[config.mk]
export PLATFORM = sky130hd
export DESIGN_NAME = sfc_config_regs
export DESIGN_NICKNAME = d
export VERILOG_FILES = /design/src/hw/sfc_pkg.sv /design/src/hw/sfc_serial_rx.sv /design/src/hw/sfc_config_regs.sv
export SDC_FILE = /design/constraint.sdc
export NUM_CORES = 1
export LEC_CHECK = 0
export BUFFER_PORTS_ARGS = -buffer_cell sky130_fd_sc_hd__buf_4
export CORE_MARGIN = 10
export CORE_UTILIZATION = 60
export DETAILED_ROUTE_END_ITERATION = 12
export PLACE_DENSITY = 0.84
export SLEW_MARGIN = 20
export SYNTH_ARGS = -nofsm -noshare
export SYNTH_HDL_FRONTEND = slang
export SYNTH_SLANG_ARGS = --single-unit
[constraint.sdc]
create_clock -name clk -period 3.75 [get_ports clk]
set_input_delay 0.9375 -clock clk [delete_from_list [all_inputs] [get_ports clk]]
set_output_delay 0.9375 -clock clk [all_outputs]
set_load 0.02 [all_outputs]
[src/hw/sfc_pkg.sv]
// Shared constants and types for the synthesizer configuration decode.
// Assumes a single 250 MHz clock and a three-wire serial port sampled as plain inputs.
`default_nettype none

package sfc_pkg;

	// ****************************************
	// Word geometry
	// ****************************************
	localparam int WORD_W = 24;
	localparam int CODE_W = 4;
	localparam int FRAC_BASE_W = 12;
	localparam int FRAC_EXT_W = 10;
	localparam int FRAC_W = FRAC_BASE_W + FRAC_EXT_W;
	localparam int TOC_W = 14;
	localparam int GAIN_W = 4;
	localparam int SLIP_W = 2;

	// ****************************************
	// Control codes in bits 3..0
	// ****************************************
	localparam logic [CODE_W-1:0] CODE_LOOP = 4'h9;
	localparam logic [CODE_W-1:0] CODE_EXT = 4'hB;
	localparam logic [CODE_W-1:0] CODE_FAST = 4'hD;
	localparam logic [CODE_W-1:0] CODE_ACCESS = 4'h7;
	// Frequency word is recognised by bit 0 alone
	localparam int FREQ_FLAG_BIT = 0;

	// ****************************************
	// Field positions
	// ****************************************
	localparam int LOOP_AUTOPU_BIT = 23;
	localparam int LOOP_DITHER_LSB = 16;
	localparam int LOOP_ORDER_LSB = 14;
	localparam int LOOP_DBL_BIT = 12;
	localparam int LOOP_REFOUT_BIT = 11;
	localparam int LOOP_AUXPOL_BIT = 10;
	localparam int LOOP_MAINPOL_BIT = 9;
	localparam int LOOP_AUXPRE_BIT = 8;
	localparam int EXT_DEN_LSB = 14;
	localparam int EXT_NUM_LSB = 4;
	localparam int FAST_SLIP_LSB = 22;
	localparam int FAST_GAIN_LSB = 18;
	localparam int FAST_TOC_LSB = 4;
	localparam int ACC_EXT_BIT = 21;
	localparam int ACC_FAST_BIT = 22;
	localparam int ACC_MAINPD_BIT = 17;
	localparam int ACC_AUXPD_BIT = 16;
	localparam int BASE_LSB = 4;

	// ****************************************
	// Modes
	// ****************************************
	typedef enum logic {PRE_8_9 = 1'b0, PRE_16_17 = 1'b1} sfc_prescaler_t;
	typedef enum logic [1:0] {
		MOD_4TH = 2'h0,
		MOD_OFF = 2'h1,
		MOD_2ND = 2'h2,
		MOD_3RD = 2'h3
	} sfc_mod_order_t;
	typedef enum logic [1:0] {
		DITHER_OFF = 2'h0,
		DITHER_WEAK = 2'h1,
		DITHER_STRONG = 2'h2,
		DITHER_RSVD = 2'h3
	} sfc_dither_t;

	// Decoded loop configuration as one carrier
	typedef struct packed {
		logic auto_powerup_enable;
		sfc_dither_t dither_select;
		sfc_mod_order_t modulator_order_select;
		logic ref_doubler_enable;
		logic ref_buffer_out_enable;
		logic aux_pump_polarity;
		logic main_pump_polarity;
		sfc_prescaler_t aux_prescaler_select;
	} sfc_loop_cfg_t;

	// Fastlock fields, carried but not interpreted here
	typedef struct packed {
		logic [SLIP_W-1:0] slip_reduction_select;
		logic [GAIN_W-1:0] fastlock_pump_gain;
		logic [TOC_W-1:0] fastlock_timeout;
	} sfc_fast_cfg_t;

	// ****************************************
	// Values after reset
	// ****************************************
	localparam sfc_loop_cfg_t LOOP_RESET = '{
		auto_powerup_enable: 1'b0,
		dither_select: DITHER_STRONG,
		modulator_order_select: MOD_3RD,
		ref_doubler_enable: 1'b0,
		ref_buffer_out_enable: 1'b0,
		aux_pump_polarity: 1'b1,
		main_pump_polarity: 1'b1,
		aux_prescaler_select: PRE_16_17
	};
	localparam logic [WORD_W-1:0] EXT_RESET = 24'h00000B;
	localparam logic [WORD_W-1:0] FAST_RESET = 24'h00000D;
	localparam logic [FRAC_BASE_W-1:0] BASE_RESET = 12'h000;
	localparam logic PD_RESET = 1'b0;
	localparam logic ACCESS_RESET = 1'b0;

endpackage

`default_nettype wire

[src/hw/sfc_serial_rx.sv]
// Three-wire serial receiver: shifts data MSB first on serial clock rises,
// presents the word on a latch-enable rise. Pins are synchronous to clk.
`default_nettype none

module sfc_serial_rx #(
	parameter int WORD_W = sfc_pkg::WORD_W
) (
	input wire logic clk,
	input wire logic rst_b,
	input wire logic ser_clk,
	input wire logic ser_data,
	input wire logic ser_le,
	output logic word_valid,
	output logic [WORD_W-1:0] word
);
	import sfc_pkg::*;

	logic ser_clk_q;
	logic ser_le_q;
	logic [WORD_W-1:0] shift_q;

	// ****************************************
	// Width check
	// ****************************************
	if (WORD_W < CODE_W + 1)
	begin : g_bad_width
		$error("sfc_serial_rx: word too narrow");
	end

	// Edge history of the serial clock and latch pins
	always_ff @(posedge clk or negedge rst_b)
	begin
		if (!rst_b)
		begin
			ser_clk_q <= 1'b0;
			ser_le_q <= 1'b0;
		end
		else
		begin
			ser_clk_q <= ser_clk;
			ser_le_q <= ser_le;
		end
	end

	// Shift only while the latch is low so a word cannot slide during the latch
	always_ff @(posedge clk or negedge rst_b)
	begin
		if (!rst_b)
			shift_q <= '0;
		else if (ser_clk && !ser_clk_q && !ser_le)
			shift_q <= {shift_q[WORD_W-2:0], ser_data};
	end

	// Whole word only counts on the latch rise
	always_ff @(posedge clk or negedge rst_b)
	begin
		if (!rst_b)
		begin
			word_valid <= 1'b0;
			word <= '0;
		end
		else
		begin
			word_valid <= ser_le && !ser_le_q;
			if (ser_le && !ser_le_q)
				word <= shift_q;
		end
	end

endmodule

`default_nettype wire

[src/hw/sfc_config_regs.sv]
// Configuration decode for a dual-loop fractional-N synthesizer.
// Assumes a host writing 24-bit words over the three-wire port, pins synchronous to clk.
`default_nettype none

// Behaviour
// - aux prescaler select 0 picks 8/9, 1 picks 16/17.
// - main pump polarity 0 negative, 1 positive; positive after reset.
// - aux pump polarity 1 positive, 0 negative.
// - reference output high impedance when disabled, buffered reference when enabled.
// - doubler off feeds undoubled reference to both reference counters.
// - doubler on doubles reference to main-loop reference counter only.
// - modulator order codes: 0 fourth, 1 off, 2 second, 3 third.
// - dither codes: 0 off, 1 weak, 2 strong, 3 reserved.
// - with auto powerup on, frequency word write powers both loops up.
// - that write clears both stored powerdown bits.
// - chip enable low disables auto powerup.
// - access bit 0 keeps numerator 12 bits, extension ignored.
// - access bit 1 widens numerator to 22 bits using extension bits.
// - denominator likewise 12 or 22 bits by the access bit.
// - access bit 0 forces extension word to its default contents.
module sfc_config_regs (
	input wire logic clk,
	input wire logic rst_b,
	input wire logic ser_clk,
	input wire logic ser_data,
	input wire logic ser_le,
	input wire logic chip_enable_pin,
	input wire logic ref_input_pin,
	output logic ref_output_pin,
	output logic ref_output_oe,
	output sfc_pkg::sfc_loop_cfg_t loop_cfg,
	output logic main_ref_doubled,
	output logic aux_ref_doubled,
	output logic modulator_enable,
	output logic dither_enable,
	output logic main_powerdown,
	output logic aux_powerdown,
	output logic main_powerup_pulse,
	output logic aux_powerup_pulse,
	output logic frac22_mode,
	output logic [sfc_pkg::FRAC_W-1:0] main_frac_numerator,
	output logic [sfc_pkg::FRAC_W-1:0] main_frac_denominator,
	output sfc_pkg::sfc_fast_cfg_t fast_cfg
);
	import sfc_pkg::*;

	logic word_valid;
	logic [WORD_W-1:0] word;
	logic [CODE_W-1:0] code;
	logic is_freq;
	logic powerup_fire;
	sfc_loop_cfg_t loop_q;
	logic [WORD_W-1:0] ext_q;
	logic [WORD_W-1:0] fast_q;
	logic [WORD_W-1:0] ext_eff;
	logic [WORD_W-1:0] fast_eff;
	logic acc_ext_q;
	logic acc_fast_q;
	logic main_pd_q;
	logic aux_pd_q;
	logic [FRAC_BASE_W-1:0] num_base_q;
	logic [FRAC_BASE_W-1:0] den_base_q;
	logic ref_out_q;
	logic ref_en_next;
	logic loop_wr;
	logic acc_wr;
	logic ext_wr;
	logic fast_wr;

	// ****************************************
	// Helpers
	// ****************************************

	// Join extension and base; the extension is zeroed in 12-bit mode
	function automatic logic [FRAC_W-1:0] frac_join(
		input logic wide,
		input logic [FRAC_EXT_W-1:0] ext,
		input logic [FRAC_BASE_W-1:0] base
	);
		logic [FRAC_EXT_W-1:0] upper;
		upper = wide ? ext : '0;
		return {upper, base};
	endfunction

	// One complete word that carries the wanted control code
	function automatic logic addressed(
		input logic valid,
		input logic [CODE_W-1:0] got,
		input logic [CODE_W-1:0] want
	);
		return valid && got == want;
	endfunction

	// ****************************************
	// Serial port
	// ****************************************
	sfc_serial_rx #(
		.WORD_W(WORD_W)
	) u_rx (
		.clk(clk),
		.rst_b(rst_b),
		.ser_clk(ser_clk),
		.ser_data(ser_data),
		.ser_le(ser_le),
		.word_valid(word_valid),
		.word(word)
	);

	// Address decode on the latched word
	assign code = word[CODE_W-1:0];

	// Write strobes, one per addressed word; at most one is high in any cycle
	assign loop_wr = addressed(word_valid, code, CODE_LOOP);
	assign acc_wr = addressed(word_valid, code, CODE_ACCESS);
	assign ext_wr = addressed(word_valid, code, CODE_EXT);
	assign fast_wr = addressed(word_valid, code, CODE_FAST);
	assign is_freq = word_valid && !word[FREQ_FLAG_BIT];
	// Chip enable low blocks the automatic powerup entirely
	assign powerup_fire = is_freq && loop_q.auto_powerup_enable && chip_enable_pin;

	// ****************************************
	// Loop configuration word
	// ****************************************

	// Each field lands only with a complete, correctly addressed word
	always_ff @(posedge clk or negedge rst_b)
	begin
		if (!rst_b)
			loop_q <= LOOP_RESET;
		else if (loop_wr)
		begin
			loop_q.auto_powerup_enable <= word[LOOP_AUTOPU_BIT];
			loop_q.dither_select <= sfc_dither_t'(word[LOOP_DITHER_LSB +: 2]);
			loop_q.modulator_order_select <= sfc_mod_order_t'(word[LOOP_ORDER_LSB +: 2]);
			loop_q.ref_doubler_enable <= word[LOOP_DBL_BIT];
			loop_q.ref_buffer_out_enable <= word[LOOP_REFOUT_BIT];
			loop_q.aux_pump_polarity <= word[LOOP_AUXPOL_BIT];
			loop_q.main_pump_polarity <= word[LOOP_MAINPOL_BIT];
			loop_q.aux_prescaler_select <= sfc_prescaler_t'(word[LOOP_AUXPRE_BIT]);
		end
	end

	assign loop_cfg = loop_q;

	// ****************************************
	// Access and base word
	// ****************************************

	// Access bits and base denominator; the stored powerdown state is held in the next block
	always_ff @(posedge clk or negedge rst_b)
	begin
		if (!rst_b)
		begin
			acc_ext_q <= ACCESS_RESET;
			acc_fast_q <= ACCESS_RESET;
			den_base_q <= BASE_RESET;
		end
		else if (acc_wr)
		begin
			acc_ext_q <= word[ACC_EXT_BIT];
			acc_fast_q <= word[ACC_FAST_BIT];
			den_base_q <= word[BASE_LSB +: FRAC_BASE_W];
		end
	end

	// Powerdown: a frequency write with auto powerup wins over nothing else,
	// since the access word and the frequency word can never land together
	always_ff @(posedge clk or negedge rst_b)
	begin
		if (!rst_b)
		begin
			main_pd_q <= PD_RESET;
			aux_pd_q <= PD_RESET;
		end
		else if (powerup_fire)
		begin
			main_pd_q <= 1'b0;
			aux_pd_q <= 1'b0;
		end
		else if (acc_wr)
		begin
			main_pd_q <= word[ACC_MAINPD_BIT];
			aux_pd_q <= word[ACC_AUXPD_BIT];
		end
	end

	// Powerup strobes toward both loops
	always_ff @(posedge clk or negedge rst_b)
	begin
		if (!rst_b)
		begin
			main_powerup_pulse <= 1'b0;
			aux_powerup_pulse <= 1'b0;
		end
		else
		begin
			main_powerup_pulse <= powerup_fire;
			aux_powerup_pulse <= powerup_fire;
		end
	end

	assign main_powerdown = main_pd_q;
	assign aux_powerdown = aux_pd_q;

	// ****************************************
	// Frequency word
	// ****************************************

	// Only the base numerator is taken from the frequency word here
	always_ff @(posedge clk or negedge rst_b)
	begin
		if (!rst_b)
			num_base_q <= BASE_RESET;
		else if (is_freq)
			num_base_q <= word[BASE_LSB +: FRAC_BASE_W];
	end

	// ****************************************
	// Extension and fastlock words
	// ****************************************

	// Stored contents are kept even while access is off, but never used then
	always_ff @(posedge clk or negedge rst_b)
	begin
		if (!rst_b)
			ext_q <= EXT_RESET;
		else if (ext_wr)
			ext_q <= word;
	end

	always_ff @(posedge clk or negedge rst_b)
	begin
		if (!rst_b)
			fast_q <= FAST_RESET;
		else if (fast_wr)
			fast_q <= word;
	end

	// Access bit off forces the default contents
	assign ext_eff = acc_ext_q ? ext_q : EXT_RESET;
	assign fast_eff = acc_fast_q ? fast_q : FAST_RESET;

	assign frac22_mode = acc_ext_q;
	assign main_frac_numerator = frac_join(acc_ext_q,
		ext_eff[EXT_NUM_LSB +: FRAC_EXT_W], num_base_q);
	assign main_frac_denominator = frac_join(acc_ext_q,
		ext_eff[EXT_DEN_LSB +: FRAC_EXT_W], den_base_q);

	assign fast_cfg.slip_reduction_select = fast_eff[FAST_SLIP_LSB +: SLIP_W];
	assign fast_cfg.fastlock_pump_gain = fast_eff[FAST_GAIN_LSB +: GAIN_W];
	assign fast_cfg.fastlock_timeout = fast_eff[FAST_TOC_LSB +: TOC_W];

	// ****************************************
	// Reference path
	// ****************************************

	// Enable as it will stand after this edge, so the copy and its enable move together
	assign ref_en_next = loop_wr ? word[LOOP_REFOUT_BIT] : loop_q.ref_buffer_out_enable;

	// Buffered reference copy; held low while the pin floats
	always_ff @(posedge clk or negedge rst_b)
	begin
		if (!rst_b)
			ref_out_q <= 1'b0;
		else
			ref_out_q <= ref_en_next && ref_input_pin;
	end

	assign ref_output_pin = ref_out_q;
	assign ref_output_oe = loop_q.ref_buffer_out_enable;

	// Doubler acts on the main-loop reference only; aux stays undoubled
	assign main_ref_doubled = loop_q.ref_doubler_enable;
	assign aux_ref_doubled = 1'b0;

	// ****************************************
	// Modulator and dither
	// ****************************************

	// Code 1 turns the modulator off; other codes pick an order
	always_comb
	begin
		unique case (loop_q.modulator_order_select)
			MOD_OFF: modulator_enable = 1'b0;
			MOD_4TH, MOD_2ND, MOD_3RD: modulator_enable = 1'b1;
		endcase
	end

	// Reserved dither code is treated as off so a bad write cannot inject noise
	always_comb
	begin
		unique case (loop_q.dither_select)
			DITHER_WEAK, DITHER_STRONG: dither_enable = 1'b1;
			DITHER_OFF, DITHER_RSVD: dither_enable = 1'b0;
		endcase
	end

endmodule

`default_nettype wire

# After elaboration in Yosys (flattened, before gate mapping)
# Cells that the tools add are included.
classes:
  div: 0
  n_eq_ne: 10
  muxes: 10
  multipliers: 0
  addsub: 0
  n_reduce_logical: 21
  n_shift: 0
  n_lt_le_gt_ge: 0
  bitwise: 0
op_table:
  columns: ["operator", "count"]
  rows:
  - ["$mux 24", 1]
  - ["$mux 10", 2]
  - ["$eq 4x4->1 const B", 3]
  - ["$logic_and 1x1->1", 11]
  - ["$eq 2x2->1 const B", 4]
  - ["$mux 1", 5]
  - ["$eq 2x1->1 const B", 2]
  - ["$eq 4x3->1 const B", 1]
  - ["$logic_not 1->1", 4]
  - ["$logic_not 2->1", 2]
  - ["$pmux 1 s2", 2]
  - ["$reduce_or 2->1", 2]
  - ["$reduce_or 3->1", 1]
  - ["$reduce_bool 2->1", 1]
word_totals:
  latch_bits: 0
  mem_bits_ro: 0
  n_memories: 0
  reg_bits: 139
  word_cells: 64
  out_inout_bits: 85
  mem_bits_rw: 0
  input_bits: 7

# Depth between registers and ports, before layout
# Gate-level depths: netlist (run 1).
logic_depth:
  depth_word: 5
  ltp_mapped: 5
  ltp_nobuf: 3

# Modules after synthesis
# From an unflattened synthesis (run 1), not the netlist that was laid out.
hier_totals:
  cells_unflattened: 341
  hier_area_um2: 5282.6
by_module_without_submodules:
  columns: ["mod", "cells_per_inst", "seq_area_each_um2", "instances", "area_per_inst_um2"]
  rows:
  - ["sfc_config_regs", 234, 2009.4, 1, 3387.0]
  - ["sfc_serial_rx", 107, 1276.2, 1, 1895.6]

# Least setup slack after synthesis (run 1)
# No wires, ideal clock.
synth_path:
  kind: "input to register"
  start: "input port ser_le"
  end: "register u_rx.shift_q[10]"
  path_slack_ns: 1.798
  path_buffers: 1
  setup_time_ns: 0.125
  arrival_ns: 1.827
  path_stages: 3
  t_required_ns: 3.625
  cell_sequence: "nor3b_2 -> buf_4 -> mux2_2"
synth_between:
  elab_chain_cells: 2
synth_lines:
  columns: ["item", "line", "rtl"]
  rows:
  - ["from (decl)", "sfc_config_regs.sv:26", "input wire logic ser_le,"]
  - ["$logic_not 1->1", "sfc_serial_rx.sv:50", "else if (ser_clk && !ser_clk_q && !ser_le)"]
  - ["$logic_and 1x1->1", "sfc_serial_rx.sv:50", null]
  - ["to (signal assigned)", "sfc_serial_rx.sv:51", "shift_q <= {shift_q[WORD_W-2:0], ser_data};"]
  - ["to (decl)", "sfc_serial_rx.sv:20", "logic [WORD_W-1:0] shift_q;"]
# Every way passes these cells.
# A chain may end at the register's enable or synchronous reset.

==> out/qor.tcl, run 1 <==
set qor(dieWidth_um) 113
set qor(final_antenna_net_count) 0
set qor(hold_buffers) 0
set qor(placedCellCount) 524
set qor(min_to) {fast_q[10]}
set qor(die_y_um) 113
set qor(synth.distinct_cells) 24
set qor(tritoncts.num_buffers) 17
set qor(initial_antenna_violation_count) 0
set qor(crit_path_slowest_cell) {dfrtp_1}
set qor(core.rowCount) 33
set qor(cts-root-buf) {clkbuf_8}
set qor(std_cell_core_area_um2) 8340
set qor(worstSetupEndpointType) {output pin}
set qor(report.final.hold_viol_count) 0
set qor(pwr-share-seq_pct) 45.8
set qor(synth_seq_cells) 131
set qor(route.met3.wl_um) 532
set qor(worst_slew_pin_slew_ps) 1030
set qor(i_o_pins) 92
set qor(synth-compound-area-share_pct) 0.192
set qor(area_delta_synth_final_pct) 25.6
set qor(clock_sinks) 131
set qor(final_critical_path_setup_slack_ps) 1120
set qor(final_util_pct) 78.6
set qor(hpwl_um) 7140
set qor(vias_per_inst) 5.48
set qor(power.static_leakage_uw) 0.00339
set qor(clock_latency_ps) 520
set qor(floorplan.die_area_um2) 12800
set qor(num-nets-final) 445
set qor(gp_routability_congestion) 0.734
set qor(run_status) {complete, no violations}
set qor(cts.reportedPaths.clkPinSlew_ps) 60
set qor(comb_power_share_pct) 9.4
set qor(worstHoldStart) {fast_q[10]}
set qor(cts_tree) {yes}
set qor(timing.max_slew.rel_slack_pct) 31.0
set qor(p_per_area_nw_per_um2) 558
set qor(path_cells) {and2_1, buf_4}
set qor(seq_area_frac_synth_pct) 62.9
set qor(port_buffers) 90
set qor(synth_mux_area_share_pct) 26.9
set qor(irDropWorstVdd_mv) 0.498
set qor(finalNonFillerCells) 555
set qor(timing.max_cap.violations) 0
set qor(netlist_area_before_placement_um2) 5220
set qor(yosys.area_share.xor_xnor_pct) 0.168
set qor(finalWorstPathRequiredPeriod_ps) 2630
set qor(met1_length_um) 4990
set qor(clk_path_buf_depth) 2
set qor(highest_cell_delay_on_the_worst_timing_path_ps) 770
set qor(syn_avg_cell_area_um2) 15.3
set qor(synth_simple_gate_area_share_pct) 7.09
set qor(wire_per_inst_um) 20.9
set qor(largest_family_of_logic_cells_by_synthesized_area) {multiplexers}
set qor(grt_overflow) 0
set qor(fmaxAchievable_mhz) 380
set qor(drt-total-wl_um) 11600
set qor(netSwitchingPower_uw) 907
set qor(timing.critical_path.from_type) {flip-flop}
set qor(first_pass_iters) 4
set qor(detailedRoute.firstIterationViolations) 116
set qor(crit_arrival_ps) 1690
set qor(drc) 0
set qor(critPathKind) {reg2out}
set qor(setup_viol_count_final) 0
set qor(cp_data_required_time_ps) 2810
set qor(timing.hold.worst_path_depth) 1
set qor(synthCells) 342
set qor(cellInternalPower_uw) 2750
set qor(fin_total_pwr_uw) 3660
set qor(grt_start_max_net_pins) 81
set qor(critical_path_peak_fanout) 21
set qor(number_of_global_route_vias_before_repair) 3377
set qor(reg2regPathDepth) 4
set qor(power.share.clock_pct) 44.8
set qor(finClkSkew_ps) 8.64
set qor(p_sw_share_pct) 24.8
set qor(top_layer_used) {met4}
set qor(route.met2.wl_um) 5970
set qor(timing.final.crit_share_pct) 70.2
set qor(synth_fa_ha_area_share_pct) 0
set qor(grt_first_pass_wirelength_um) 18700
set qor(worst_r2r_endpoint) {main_ref_doubled}
set qor(final-max-slew-violation-count) 0
set qor(globalRouteTotalUtil_pct) 18.7
set qor(post_cts_buffers) 0
set qor(ff2ff_setup_slack_ps) 1690
set qor(postCtsResizedCells) 0
set qor(cts_max_level) 4
set qor(setup_total_negative_slack_ps) 0
set qor(timing.hold.worst.class) {reg2reg}
set qor(start_util_pct) 62.6
set qor(synth.net_count) 349
set qor(post_route_cells_drive_above_1_share_pct) 58.0
set qor(worst_r2r_startpoint) {u_rx.word[2]}
set qor(vias) 3040
set qor(setup_repair_after_global_routing_missed_its_margin) {false}
set qor(post-place-ws_ps) 1640
set qor(yosys_warnings) 0
set qor(count_of_inserted_antenna_diode_cells) 0
## power by group through the flow
stage | sequential (uW) | combinational, uW | clock (uW)
detailed placement | 1690 | 343 | 0
global route | 1700 | 372 | 1720
finish | 1680 | 344 | 1640
floorplan | 1690 | 185 | 0
global placement | 1680 | 330 | 0
CTS | 1680 | 351 | 1660
## Yosys cell counts
library cell / number / share of area [%]
dfstp_2: 6 / 3.0
nor2b_1: 2 / 0.24
xor2_1: 1 / 0.17
nand4b_1: 1 / 0.17
mux2i_1: 3 / 0.58
buf_2: 5 / 0.48
nor3b_2: 1 / 0.24
nand2_1: 7 / 0.50
nand4_1: 1 / 0.12
nor2_1: 1 / 0.072
nand2_2: 1 / 0.12
buf_6: 1 / 0.22
mux2_2: 122 / 26
inv_1: 3 / 0.22
dfrtp_1: 125 / 60
buf_4: 10 / 1.4
nand2b_1: 2 / 0.24
conb_1: 1 / 0.072
nand3b_1: 1 / 0.14
and2b_1: 1 / 0.14
o21ai_0: 2 / 0.19
clkbuf_1: 4 / 0.29
nor3_4: 1 / 0.31
and2_1: 40 / 4.8
## worst max path at each step
stage / start / end / depth (start not counted) / slack, ps
floorplan: ser_le / u_rx.shift_q[10] / 3 / 1800
global placement: acc_fast_q / fast_cfg[0] / 2 / 1640
detailed placement: frac22_mode / main_frac_numerator[12] / 2 / 1640
CTS: acc_fast_q / fast_cfg[0] / 2 / 1070
global route: acc_fast_q / fast_cfg[0] / 2 / 1020
finish: acc_fast_q / fast_cfg[0] / 2 / 1120
## stage by stage
stage / instance area [um^2] / hold slack [ps]
after global placement: 5960 / 480
after CTS: 6560 / 498
after global routing: 6560 / 510
after floorplan: 5220 / 462
after detailed placement: 5970 / 488
final: 6560 / 496
## area by class of cell
class                   instances  area [um^2]
clock buffers                  18          428
multi-input cells             188         1810
flip-flops and latches        131         3290
fillers                       475         1780
inverters                       3         11.3
clock inverters                13          161
repair buffers                 97          728
well taps                     105          131
## cells in the final DEF, fill, tap and decap left out
master / netlist / final
dfstp_2: 6 / 6
nand2b_1: 2 / 2
clkinv_4: 0 / 3
and2b_1: 1 / 1
nand2_1: 7 / 7
nand3b_1: 1 / 1
nor3_4: 1 / 1
xor2_1: 1 / 1
nor2b_1: 2 / 1
mux2_2: 122 / 122
inv_1: 3 / 3
clkbuf_8: 0 / 2
nor2_4: 0 / 1
o21ai_0: 2 / 2
and2_1: 40 / 40
clkbuf_16: 0 / 16
nand4_1: 1 / 1
clkinvlp_4: 0 / 4
clkinv_2: 0 / 3
dfrtp_1: 125 / 125
nand4b_1: 1 / 1
bufinv_16: 0 / 3
mux2i_1: 3 / 3
buf_4: 10 / 97
nor2b_2: 0 / 1
conb_1: 1 / 1
nor3b_4: 0 / 1
nand2_2: 1 / 1
## logic make-up after synthesis
group | Yosys count
other cells | 1
flops | 131
xor+xnor | 1
buf+inv | 23
simple gates | 59
mux | 125
compound gates | 2
## per-layer routing
layer / vias up / global-route usage (%)
met3: 12 / 5.86
met1: 1589 / 22.2
li1: 1373 / -
met4: 0 / 6.77
met2: 66 / 31.2
met5: - / 0
## worst max-delay path: cells and delay by family (launching register included)
kind          cells  cell delay [ps]
buf+inv           1              150
simple gates      1              260
flops             1              770
## flip-flops by register name, indices dropped and copies added (netlist names)
name,cells
ref_output_pin,1
main_powerdown,1
fast_q,20
num_base_q,12
frac22_mode,1
loop_cfg,8
aux_powerup_pulse,1
main_ref_doubled,1
u_rx.shift_q,24
u_rx.ser_clk_q,1
u_rx.ser_le_q,1
u_rx.word,24
ref_output_oe,1
aux_powerdown,1
acc_fast_q,1
ext_q,20
den_base_q,12
u_rx.word_valid,1
Note: power is estimated with default switching activity, not from simulation.
==> run 2, diff against run 1 <==
--- a/config.mk
+++ b/config.mk
@@ -7,9 +7,9 @@
 export LEC_CHECK = 0
 export BUFFER_PORTS_ARGS = -buffer_cell sky130_fd_sc_hd__buf_4
 export CORE_MARGIN = 10
-export CORE_UTILIZATION = 60
+export CORE_UTILIZATION = 55
 export DETAILED_ROUTE_END_ITERATION = 12
-export PLACE_DENSITY = 0.84
+export PLACE_DENSITY = 0.78
 export SLEW_MARGIN = 20
 export SYNTH_ARGS = -nofsm -noshare
 export SYNTH_HDL_FRONTEND = slang
==> constraint.sdc (replaced) <==
create_clock -name clk -period 2.57 [get_ports clk]
set_input_delay 0.6425 -clock clk [delete_from_list [all_inputs] [get_ports clk]]
set_output_delay 0.6425 -clock clk [all_outputs]
set_load 0.02 [all_outputs]
==> run 2 against run 1 <==
Worst setup slack worse by 880 ps; sequential share of layout area is 1.4 points lower; non-clock buffer count is 5 higher; via count is 1.3% lower; design area is 2.8% higher; clock skew is 0.60 ps higher; utilization is 5.7 points lower; clock power is 66% higher; combinational power is 49% higher; critical path type unchanged; critical endpoint is now main_frac_denominator[20]; largest power group is now clock; highest routed layer unchanged.
==> out/qor.tcl, run 2 (synthesis gave the netlist of run 1 again) <==
set qor(timing.max_slew.rel_slack_pct) 46.4
set qor(first_pass_iters) 4
set qor(worstSetupEndpointType) {output pin}
set qor(p_per_area_nw_per_um2) 843
set qor(start_util_pct) 56.5
set qor(post_route_cells_drive_above_1_share_pct) 58.5
set qor(cts.reportedPaths.clkPinSlew_ps) 60
set qor(finClkSkew_ps) 9.24
set qor(tritoncts.num_buffers) 17
set qor(number_of_global_route_vias_before_repair) 3389
set qor(highest_cell_delay_on_the_worst_timing_path_ps) 770
set qor(critPathBufInv) 1
set qor(final-max-slew-violation-count) 0
set qor(crit_arrival_ps) 1680
set qor(reg_top3) {u_rx.shift_q x24, u_rx.word x24}
set qor(gp_routability_congestion) 0.778
set qor(path_cells) {and2_1, buf_4}
set qor(setup_viol_count_final) 0
set qor(crit_path_slowest_cell) {dfrtp_1}
set qor(drt-total-wl_um) 11200
set qor(hold_buffers) 0
set qor(cts_max_level) 4
set qor(area_delta_synth_final_pct) 29.2
set qor(postCtsResizedCells) 0
set qor(timing.critical_path.from_type) {flip-flop}
set qor(irDropWorstVdd_mv) 0.653
set qor(grt_start_max_net_pins) 44
set qor(core.rowCount) 35
set qor(vias_per_inst) 5.14
set qor(final_antenna_net_count) 0
set qor(dieWidth_um) 117
set qor(post_cts_buffers) 0
set qor(die_y_um) 117
set qor(cts_tree) {yes}
set qor(num-nets-final) 450
set qor(initial_antenna_violation_count) 0
set qor(grt_first_pass_wirelength_um) 18900
set qor(detailedRoute.firstIterationViolations) 62
set qor(worst_slew_pin_slew_ps) 804
set qor(cts-root-buf) {clkbuf_8}
set qor(clock_latency_ps) 510
set qor(count_of_inserted_antenna_diode_cells) 0
set qor(finalWorstPathRequiredPeriod_ps) 2330
set qor(critical_path_peak_fanout) 22
set qor(clock_sinks) 131
set qor(timing.final.crit_share_pct) 90.6
set qor(setup_repair_after_global_routing_missed_its_margin) {false}
set qor(layout.cells.most_common) {dfrtp_1}
set qor(port_buffers) 90
set qor(timing.max_cap.violations) 0
set qor(i_o_pins) 92
set qor(drc) 0
set qor(floorplan.die_area_um2) 13800
set qor(clk_path_buf_depth) 2
set qor(fin_total_pwr_uw) 5690
set qor(timing.hold.worst.class) {in2async}
set qor(std_cell_core_area_um2) 9240
set qor(vias) 3000
set qor(wire_per_inst_um) 19.3
set qor(power.static_leakage_uw) 0.00349
set qor(run_status) {complete, no violations}
set qor(layout.cells.most_common_list) {125 x dfrtp_1, 122 x mux2_2, 99 x buf_4}
set qor(report.final.hold_viol_count) 0
set qor(fmaxAchievable_mhz) 430
set qor(setup_total_negative_slack_ps) 0
set qor(grt_overflow) 0
set qor(hpwl_um) 7420
set qor(critPathKind) {reg2out}
set qor(globalRouteTotalUtil_pct) 17.1
set qor(cp_data_required_time_ps) 1930
set qor(timing.critical_path.max_delay_family) {flip-flops}
run 2: cell types whose count changed in the layout (fill, tap and decap cells not counted), sizes merged:
cell / delta
buf: +5
clkinvlp: -3
inv: +1
bufinv: +4
clkbuf: -1
clkinv: -1
run 2: routing by layer:
layer | global-route usage (%) | wire length, um
met5 | 0 | 0
met4 | 5.24 | 121
met3 | 5.23 | 517
met2 | 28.2 | 5650
met1 | 20.9 | 4960
run 2: report_power, final:
part	switching, uW	internal, uW	leakage (uW)	total (uW)
Combinational	240	271	0.00138	511
Clock	871	1860	0.000328	2730
Sequential	177	2260	0.00177	2440
run 2: area by class of cell:
cell class,instances,area [um^2]
fillers,609,2500
clock inverters,14,259
multi-input cells,188,1810
repair buffers,102,803
well taps,129,161
inverters,3,11.3
flip-flops and latches,131,3290
clock buffers,17,414
run 2: final timing paths:
kind / start / endpoint / slack, ps / cells past startpoint
max in group asynchronous: rst_b / loop_cfg[8] / 1780 / 2
min in group clk: ser_clk / u_rx.ser_clk_q / 250 / 1
max reg2reg: u_rx.word[1] / fast_q[13] / 730 / 4
min: rst_b / num_base_q[4] / 130 / 1
min reg2reg: ext_q[12] / ext_q[12] / 500 / 1
max: frac22_mode / main_frac_denominator[20] / 240 / 2
run 2: per-stage QoR:
step | std cells | setup slack (ps) | instance area (um^2) | hold slack [ps] | utilization, %
floorplan | 342 | 913 | 5220 | 347 | -
global placement | 553 | 743 | 6070 | 481 | 65.7
detailed placement | 553 | 738 | 6070 | 486 | 65.7
CTS | 584 | 193 | 6740 | 134 | 73.0
global route | 584 | 132 | 6740 | 150 | 73.0
finish | 584 | 243 | 6740 | 132 | 73.0
